[config.mk]
export PLATFORM = sky130hd
export DESIGN_NAME = cce_exec
export DESIGN_NICKNAME = d
export VERILOG_FILES = /design/src/hw/cce_pkg.sv /design/src/hw/cce_exec.sv
export SDC_FILE = /design/constraint.sdc
export NUM_CORES = 1
export LEC_CHECK = 0
export BUFFER_PORTS_ARGS = -buffer_cell sky130_fd_sc_hd__buf_2
export CAP_MARGIN = 20
export CORE_AREA = 2 2 74 76
export CTS_CLUSTER_DIAMETER = 30
export DETAILED_ROUTE_END_ITERATION = 16
export DIE_AREA = 0 0 76 78
export PLACE_DENSITY = 0.79
export SYNTH_ARGS = -nofsm -noshare
export SYNTH_HDL_FRONTEND = slang
export SYNTH_SLANG_ARGS = --single-unit
[constraint.sdc]
create_clock -name core_clk -period 3.2 [get_ports core_clk]
set_input_delay 0.48 -clock core_clk [delete_from_list [all_inputs] [get_ports core_clk]]
set_output_delay 0.48 -clock core_clk [all_outputs]
set_load 0.02 [all_outputs]
[src/hw/cce_pkg.sv]
`default_nettype none
package cce_pkg;
    // ----------------------------------------------------------------
    // Widths
    // ----------------------------------------------------------------
    localparam int PC_W   = 11;
    localparam int ADDR_W = 8;
    localparam int DATA_W = 8;
    localparam int BIT_W  = 3;

    // ----------------------------------------------------------------
    // Operation codes presented by decode
    // ----------------------------------------------------------------
    typedef enum logic [2:0] {
        OP_NONE     = 3'h0,
        OP_CALL     = 3'h1,
        OP_CLR_BYTE = 3'h2,
        OP_CLR_BIT  = 3'h3,
        OP_WDT_ONE  = 3'h4,
        OP_WDT_P1   = 3'h5,
        OP_WDT_P2   = 3'h6
    } cce_op_e;

    // Which paired clear ran last
    typedef enum logic [1:0] {
        PAIR_NONE   = 2'h0,
        PAIR_FIRST  = 2'h1,
        PAIR_SECOND = 2'h2
    } cce_pair_e;

    // One-hot execution states
    typedef enum logic [1:0] {
        ST_EXEC  = 2'h1,
        ST_CALL2 = 2'h2
    } cce_state_e;

    // Return point offset and cleared byte value
    localparam logic [PC_W-1:0]   RET_INC   = 11'h001;
    localparam logic [DATA_W-1:0] BYTE_ZERO = 8'h00;
endpackage
`default_nettype wire

[src/hw/cce_exec.sv]
`timescale 1ns/100ps
`default_nettype none
// ----------------------------------------------------------------
// Execution of call, memory clears and watchdog clears
// ----------------------------------------------------------------
module cce_exec
(
    // Clock and reset
    input  wire logic                       core_clk,
    input  wire logic                       rst_b,
    // Decoded operation and its operands
    input  wire logic                       opValid,
    input  wire cce_pkg::cce_op_e           opCode,
    input  wire logic [cce_pkg::PC_W-1:0]   curPc,
    input  wire logic [cce_pkg::PC_W-1:0]   callTarget,
    input  wire logic [cce_pkg::ADDR_W-1:0] memAddr,
    input  wire logic [cce_pkg::BIT_W-1:0]  bitSel,
    input  wire logic [cce_pkg::DATA_W-1:0] memRdata,
    // Stall, return-address stack and program counter
    output logic                            busy,
    output logic                            stackPush,
    output logic [cce_pkg::PC_W-1:0]        stackData,
    output logic                            pcLoad,
    output logic [cce_pkg::PC_W-1:0]        pcValue,
    // Data memory write
    output logic                            memWe,
    output logic [cce_pkg::ADDR_W-1:0]      memWaddr,
    output logic [cce_pkg::DATA_W-1:0]      memWdata,
    // Watchdog restart and status flag clears
    output logic                            wdtRestart,
    output logic                            clrTimeoutFlag,
    output logic                            clrPowerdownFlag
);
    // ----------------------------------------------------------------
    // State
    // ----------------------------------------------------------------
    cce_pkg::cce_state_e             state_q,  state_d;   // Execution phase
    cce_pkg::cce_pair_e              pair_q,   pair_d;    // Last paired clear
    logic                            push_q,   push_d;    // Stack push strobe
    logic [cce_pkg::PC_W-1:0]        stk_q,    stk_d;     // Return point
    logic                            pcl_q,    pcl_d;     // PC load strobe
    logic [cce_pkg::PC_W-1:0]        pcv_q,    pcv_d;     // Jump target
    logic [cce_pkg::PC_W-1:0]        tgt_q,    tgt_d;     // Target held over
    logic                            we_q,     we_d;      // Memory write
    logic [cce_pkg::ADDR_W-1:0]      wa_q,     wa_d;      // Write address
    logic [cce_pkg::DATA_W-1:0]      wd_q,     wd_d;      // Write data
    logic                            wdt_q,    wdt_d;     // Watchdog clear
    logic                            accept;              // Op taken now

    // Decode ignores new ops while the call finishes its second cycle;
    // fetch must hold off on busy, since a dropped op is not replayed
    assign accept = opValid && (state_q == cce_pkg::ST_EXEC);
    // Busy comes straight from the state so fetch sees the stall
    // in the same cycle as the push
    assign busy   = (state_q == cce_pkg::ST_CALL2);

    // ----------------------------------------------------------------
    // Next-state logic
    // ----------------------------------------------------------------
    // Every strobe defaults low so each lasts exactly one cycle; data
    // registers keep their last value so the outputs stay steady
    always_comb
    begin
        state_d = cce_pkg::ST_EXEC;
        pair_d  = pair_q;
        push_d  = 1'b0;
        stk_d   = stk_q;
        pcl_d   = 1'b0;
        pcv_d   = pcv_q;
        tgt_d   = tgt_q;
        we_d    = 1'b0;
        wa_d    = wa_q;
        wd_d    = wd_q;
        wdt_d   = 1'b0;
        if (state_q == cce_pkg::ST_CALL2)
        begin
            // Second cycle: jump to target
            pcl_d = 1'b1;
            pcv_d = tgt_q;
        end
        else if (accept)
        begin
            // Operation taken at this edge
            case (opCode)
                cce_pkg::OP_CALL:
                begin
                    // No condition checked at all
                    state_d = cce_pkg::ST_CALL2;
                    push_d  = 1'b1;
                    stk_d   = curPc + cce_pkg::RET_INC;
                    tgt_d   = callTarget;
                end
                cce_pkg::OP_CLR_BYTE:
                begin
                    // Whole byte written as zero
                    we_d = 1'b1;
                    wa_d = memAddr;
                    wd_d = cce_pkg::BYTE_ZERO;
                end
                cce_pkg::OP_CLR_BIT:
                begin
                    // Read-modify-write keeps the other bits
                    // The byte is read in the take cycle, so one cycle will do
                    we_d = 1'b1;
                    wa_d = memAddr;
                    wd_d = memRdata & ~(cce_pkg::DATA_W'(1) << bitSel);
                end
                cce_pkg::OP_WDT_ONE:
                begin
                    // Single clear needs no pairing
                    wdt_d = 1'b1;
                end
                cce_pkg::OP_WDT_P1:
                begin
                    // Effective only after the second of the pair
                    // Pair memory moves on even when no pulse is given
                    if (pair_q == cce_pkg::PAIR_SECOND)
                    begin
                        wdt_d = 1'b1;
                    end
                    pair_d = cce_pkg::PAIR_FIRST;
                end
                cce_pkg::OP_WDT_P2:
                begin
                    // Effective only after the first of the pair
                    if (pair_q == cce_pkg::PAIR_FIRST)
                    begin
                        wdt_d = 1'b1;
                    end
                    pair_d = cce_pkg::PAIR_SECOND;
                end
                default:
                begin
                    // Idle or unknown code: nothing happens
                    pair_d = pair_q;
                end
            endcase
        end
    end

    // ----------------------------------------------------------------
    // Registers
    // ----------------------------------------------------------------
    // Plain register bank; all decisions are made in the block above.
    // Reset loads constants only, so its release is clean
    always_ff @(posedge core_clk or negedge rst_b)
    begin
        if (!rst_b)
        begin
            state_q <= cce_pkg::ST_EXEC;
            pair_q  <= cce_pkg::PAIR_NONE;
            push_q  <= 1'b0;
            stk_q   <= '0;
            pcl_q   <= 1'b0;
            pcv_q   <= '0;
            tgt_q   <= '0;
            we_q    <= 1'b0;
            wa_q    <= '0;
            wd_q    <= '0;
            wdt_q   <= 1'b0;
        end
        else
        begin
            state_q <= state_d;
            pair_q  <= pair_d;
            push_q  <= push_d;
            stk_q   <= stk_d;
            pcl_q   <= pcl_d;
            pcv_q   <= pcv_d;
            tgt_q   <= tgt_d;
            we_q    <= we_d;
            wa_q    <= wa_d;
            wd_q    <= wd_d;
            wdt_q   <= wdt_d;
        end
    end

    // ----------------------------------------------------------------
    // Outputs
    // ----------------------------------------------------------------
    // Every output below comes straight from a flip-flop
    // Timeout and powerdown flag clears are driven from the same register as the watchdog restart
    assign stackPush        = push_q;
    assign stackData        = stk_q;
    assign pcLoad           = pcl_q;
    assign pcValue          = pcv_q;
    assign memWe            = we_q;
    assign memWaddr         = wa_q;
    assign memWdata         = wd_q;
    assign wdtRestart       = wdt_q;
    assign clrTimeoutFlag   = wdt_q;
    assign clrPowerdownFlag = wdt_q;

    // ----------------------------------------------------------------
    // Assertions
    // ----------------------------------------------------------------
    // Each check looks one or two cycles past the op it starts from
    // Return point is the address after the call
    property p_call_push;
        @(posedge core_clk) disable iff (!rst_b)
        (accept && opCode == cce_pkg::OP_CALL) |=> stackPush
            && stackData == $past(curPc) + cce_pkg::RET_INC;
    endproperty
    a_call_push: assert property (p_call_push) else $error("call push wrong");

    // Second cycle after the take loads the held target
    property p_call_jump;
        @(posedge core_clk) disable iff (!rst_b)
        (accept && opCode == cce_pkg::OP_CALL) |=> ##1 pcLoad && pcValue == $past(callTarget, 2);
    endproperty
    a_call_jump: assert property (p_call_jump) else $error("call jump wrong");

    // Busy for exactly the one extra cycle
    property p_call_two;
        @(posedge core_clk) disable iff (!rst_b)
        (accept && opCode == cce_pkg::OP_CALL) |=> busy ##1 !busy;
    endproperty
    a_call_two: assert property (p_call_two) else $error("call not two cycles");

    // No condition can hold a call back
    property p_call_taken;
        @(posedge core_clk) disable iff (!rst_b)
        (opValid && !busy && opCode == cce_pkg::OP_CALL) |=> busy;
    endproperty
    a_call_taken: assert property (p_call_taken) else $error("call not taken");

    // Byte clear writes zero to the taken address
    property p_clr_byte;
        @(posedge core_clk) disable iff (!rst_b)
        (accept && opCode == cce_pkg::OP_CLR_BYTE) |=> memWe && memWdata == cce_pkg::BYTE_ZERO
            && memWaddr == $past(memAddr);
    endproperty
    a_clr_byte: assert property (p_clr_byte) else $error("clear byte wrong");

    // Only the chosen bit falls; the rest match the byte read
    property p_clr_bit;
        @(posedge core_clk) disable iff (!rst_b)
        (accept && opCode == cce_pkg::OP_CLR_BIT) |=> memWe
            && memWdata[$past(bitSel)] == 1'b0
            && (memWdata | (8'h01 << $past(bitSel))) == ($past(memRdata) | (8'h01 << $past(bitSel)));
    endproperty
    a_clr_bit: assert property (p_clr_bit) else $error("clear bit wrong");

    // Single clear pulses all three at once
    property p_wdt_one;
        @(posedge core_clk) disable iff (!rst_b)
        (accept && opCode == cce_pkg::OP_WDT_ONE) |=> wdtRestart && clrTimeoutFlag && clrPowerdownFlag;
    endproperty
    a_wdt_one: assert property (p_wdt_one) else $error("single clear missed");

    // First of the pair acts only after the second
    property p_pair_alt;
        @(posedge core_clk) disable iff (!rst_b)
        (accept && opCode == cce_pkg::OP_WDT_P1 && pair_q == cce_pkg::PAIR_SECOND) |=> wdtRestart;
    endproperty
    a_pair_alt: assert property (p_pair_alt) else $error("paired clear missed");

    // Second of the pair acts only after the first
    property p_pair_alt2;
        @(posedge core_clk) disable iff (!rst_b)
        (accept && opCode == cce_pkg::OP_WDT_P2 && pair_q == cce_pkg::PAIR_FIRST) |=> wdtRestart;
    endproperty
    a_pair_alt2: assert property (p_pair_alt2) else $error("paired clear missed");

    // First of the pair repeated, or first after reset, does nothing
    property p_pair_rep;
        @(posedge core_clk) disable iff (!rst_b)
        (accept && opCode == cce_pkg::OP_WDT_P1 && pair_q != cce_pkg::PAIR_SECOND) |=> !wdtRestart;
    endproperty
    a_pair_rep: assert property (p_pair_rep) else $error("repeat clear took effect");

    // Call and byte clear never clear the timeout flag
    property p_flags_only;
        @(posedge core_clk) disable iff (!rst_b)
        (accept && (opCode == cce_pkg::OP_CALL || opCode == cce_pkg::OP_CLR_BYTE)) |=> !clrTimeoutFlag;
    endproperty
    a_flags_only: assert property (p_flags_only) else $error("flag touched");

    // Second of the pair repeated, or first after reset, does nothing
    property p_pair_rep2;
        @(posedge core_clk) disable iff (!rst_b)
        (accept && opCode == cce_pkg::OP_WDT_P2 && pair_q != cce_pkg::PAIR_FIRST)
            |=> !wdtRestart;
    endproperty
    a_pair_rep2: assert property (p_pair_rep2) else $error("repeat clear took effect");

    // The block remembers which of the pair ran last
    property p_pair_mem;
        @(posedge core_clk) disable iff (!rst_b)
        (accept && (opCode == cce_pkg::OP_WDT_P1 || opCode == cce_pkg::OP_WDT_P2))
            |=> pair_q == (($past(opCode) == cce_pkg::OP_WDT_P1) ? cce_pkg::PAIR_FIRST
                                                                  : cce_pkg::PAIR_SECOND);
    endproperty
    a_pair_mem: assert property (p_pair_mem) else $error("pair memory wrong");

    // Ops offered while the call finishes are dropped without any effect
    property p_busy_drop;
        @(posedge core_clk) disable iff (!rst_b)
        (busy && opValid) |=> !memWe && !wdtRestart && !stackPush && !busy;
    endproperty
    a_busy_drop: assert property (p_busy_drop) else $error("op taken while busy");

    // Watchdog clears never write memory or touch the stack
    property p_wdt_quiet;
        @(posedge core_clk) disable iff (!rst_b)
        (accept && opCode inside {cce_pkg::OP_WDT_ONE, cce_pkg::OP_WDT_P1, cce_pkg::OP_WDT_P2})
            |=> !memWe && !stackPush && !busy;
    endproperty
    a_wdt_quiet: assert property (p_wdt_quiet) else $error("watchdog clear touched more");

    // Call and the memory clears leave the watchdog and both flags alone
    property p_flags_keep;
        @(posedge core_clk) disable iff (!rst_b)
        (accept && opCode inside {cce_pkg::OP_CALL, cce_pkg::OP_CLR_BYTE, cce_pkg::OP_CLR_BIT})
            |=> !wdtRestart && !clrTimeoutFlag && !clrPowerdownFlag;
    endproperty
    a_flags_keep: assert property (p_flags_keep) else $error("flag touched by clear");
endmodule
`default_nettype wire

==> impl_metrics.env <==
export IMPL_result_of_the_run="complete, no violations"
export IMPL_final_cell_mix="sky130_fd_sc_hd__buf_2 (91), sky130_fd_sc_hd__dfrtp_1 (55), sky130_fd_sc_hd__mux2_2 (32)"
export IMPL_antennaDiodeCount=0
export IMPL_row_count=26
export IMPL_synth_nets=234
export IMPL_timing_critical_path_from_type="flip-flop"
export IMPL_area_growth_syn_to_layout_pct=24.5
export IMPL_area_used_by_multi_input_combinational_logic_um2=952
export IMPL_worstSetupPathType="reg -> out"
export IMPL_placedInstanceArea_um2=2950
export IMPL_report_final_hold_viol_count=0
export IMPL_first_pass_grt_wire_length_um=8330
export IMPL_cts_clk_slew_worst_paths_ps=100
export IMPL_proportion_of_synthesized_chip_area_in_sequential_cells_pct=56.8
export IMPL_post_layout_min_period_ps=2130
export IMPL_postSynthAreaPerCell_um2=13.3
export IMPL_critical_path_max_stage_delay_ps=610
export IMPL_worst_path_stages=2
export IMPL_boundaryPins=92
export IMPL_track_usage_pct=17.6
export IMPL_reg2regPathDepth=3
export IMPL_detail_route_first_pass_iterations=4
export IMPL_setup_slack_of_the_critical_path_after_layout_ps=1070
export IMPL_cts_inserted_buffers=5
export IMPL_htreeDepth=2
export IMPL_worst_pin_slew_ps=800
export IMPL_synth_cell_types=36
export IMPL_ys_ff_latch=56
export IMPL_final_max_slew_violation_count=0
export IMPL_whs_ps=162
export IMPL_start_util_pct=49.0
export IMPL_final_setup_viol_count=0
export IMPL_max_slew_margin_pct=46.5
export IMPL_timing_max_cap_violations=0
export IMPL_final_common_cell="sky130_fd_sc_hd__buf_2"
export IMPL_cts_setup_buffers=0
export IMPL_clock_latency_ps=310
export IMPL_die_h_um=78
export IMPL_num_vias=1814
export IMPL_minimum_setup_slack_among_reg_to_reg_paths_ps=1230
export IMPL_grt_antenna_before_repair=0
export IMPL_die_x_um=76
export IMPL_grt_remaining_overflow=0
export IMPL_synthDominantAreaCellType="sky130_fd_sc_hd__dfrtp_1"
export IMPL_cts_hold_buf=0
export IMPL_power_leakage_nw=1.56
export IMPL_worst_ir_drop_vdd_uv=468
export IMPL_worst_r2r_endpoint="stackData[1]$_DFFE_PN0P_"
export IMPL_endpoint="busy"
export IMPL_area_of_all_placed_cells_without_fillers_um2=3080
export IMPL_timing_setup_tns_ps=0
export IMPL_synth_top_cells_by_area="sky130_fd_sc_hd__dfrtp_1 (56%), sky130_fd_sc_hd__mux2_2 (15%), sky130_fd_sc_hd__mux2_4 (4.3%)"
export IMPL_power_density_nw_per_um2=580
export IMPL_viasPerCell=5.20
export IMPL_ctsRootBufferMaster="sky130_fd_sc_hd__clkbuf_8"
export IMPL_crit_path_end_kind="output pin"
export IMPL_worstPathRequired_ps=2720
export IMPL_min_path_type="in -> async"
export IMPL_final_setup_skew_ps=8.15
export IMPL_ys_warn_count=0
export IMPL_synth_top_area_share_pct=55.7
export IMPL_timing_critical_path_buf_inv=1
export IMPL_netlist_area_um2=2470
export IMPL_ant_nets=0
export IMPL_core_um2=5040
export IMPL_crit_chain="nor2b_1 > buf_2"
export IMPL_worst_endpoint_arrival_ps=1650
export IMPL_placement_io_buffers=91
export IMPL_syn_inst=186
export IMPL_post_cts_resize_count=0
export IMPL_final_fill_count=410
export IMPL_wl_per_cell_um=14.3
export IMPL_regArea_um2=1400
export IMPL_maximum_number_of_pins_on_one_net_before_global_route_repair=30
export IMPL_worst_path_max_delay_cell="sky130_fd_sc_hd__nor2b_1"
export IMPL_floorplan_die_area_um2=5930
export IMPL_drc=0
export IMPL_cts_tree="done"
export IMPL_place_hpwl_um=3780
export IMPL_timing_rr_start="state_q[0]$_DFF_PN1_"
export IMPL_timing_final_crit_share_pct=66.5
export IMPL_post_layout_total_power_mw=1.78
export IMPL_totalWireLength_um=5000
export IMPL_drive_above_1_share_pct=52.7
export IMPL_clock_sinks=56
export IMPL_cts_max_path_buffers=2
export IMPL_critical_path_top_delay_family="simple AND/OR/NAND/NOR gates"
export IMPL_place_congestion=0.802
export IMPL_max_clock_freq_mhz=470
export IMPL_vias_in_the_first_global_route=1727
export IMPL_critPathLaunch="stackPush$_DFF_PN0_"
export IMPL_pre_cts_slack_ps=1090
export IMPL_rsz0062_at_grt="no"
export IMPL_final_net_count=326
export IMPL_drt_iter0_markers=86
export IMPL_critical_path_peak_fanout=9
-- routing by layer --
metal	track usage (%)	wire, um	vias up	share of wire, %
met5	0	0	-	0
met4	6.00	82	0	1.6
met3	5.23	397	8	7.9
met2	28.9	2420	67	48
met1	22.6	2100	878	42
li1	-	-	861	-
-- cell type report --
cell class	count	share of cell area, %
clock buffers	6	2.69
clock inverters	2	1.26
inverters	9	1.10
multi-input cells	112	31.0
flip-flops and latches	56	45.6
well taps	70	2.85
repair buffers	94	15.5
-- report_power, final --
| part | total, mW | internal, mW | leakage [nW] | switching [mW] |
|---|---|---|---|---|
| Sequential | 0.886 | 0.825 | 0.694 | 0.0606 |
| Combinational | 0.412 | 0.182 | 0.805 | 0.230 |
| Clock | 0.486 | 0.256 | 0.0614 | 0.230 |
-- synthesized netlist by cell type, drive strengths merged --
cell type / count
o21ai: 12
a21oi: 11
dfstp: 1
o311a: 2
a31oi: 10
ha: 1
dfrtp: 55
nor3: 1
nand4bb: 1
inv: 9
xnor2: 3
and2b: 1
o311ai: 2
nand4b: 1
nor2b: 2
or4: 3
mux2i: 1
mux2: 39
buf: 8
o31ai: 3
nor2: 1
nand4: 2
clkbuf: 1
or3: 3
and4bb: 1
nand3: 3
and4b: 1
nand2: 8
-- metrics by stage --
step	util, %	std cells
2_1_floorplan	-	186
3_3_place_gp	58.6	341
3_5_place_dp	58.6	341
4_1_cts	61.0	349
5_1_grt	61.0	349
6_report	61.0	349
-- registers in the layout, summed over array words and instances (netlist names), 2 cells and up --
register and cells:
memWaddr 8, memWdata 8, pair_q 2, pcValue 11, stackData 11, tgt_q 11
-- worst min-delay path by stage --
| stage | from | to | slack [ps] |
|---|---|---|---|
| 2_1_floorplan | rst_b | clrPowerdownFlag$_DFF_PN0_ | 180 |
| 3_3_place_gp | memWaddr[2]$_DFFE_PN0P_ | memWaddr[2]$_DFFE_PN0P_ | 480 |
| 3_5_place_dp | pcValue[8]$_DFFE_PN0P_ | pcValue[8]$_DFFE_PN0P_ | 490 |
| 4_1_cts | rst_b | stackData[0]$_DFFE_PN0P_ | 180 |
| 5_1_grt | rst_b | stackData[0]$_DFFE_PN0P_ | 200 |
| 6_report | rst_b | stackData[0]$_DFFE_PN0P_ | 160 |
-- cells by family after synthesis --
group                    synth area share (%)
AO/OA/AOI/OAI                            9.63
XOR/XNOR                                 1.06
adder cells (fa/ha/maj)                 0.507
buffers and inverters                    4.66
multiplexers                             19.3
AND/OR/NAND/NOR                          8.11
flip-flops                               56.8
Power figures use the tool's default switching activity.
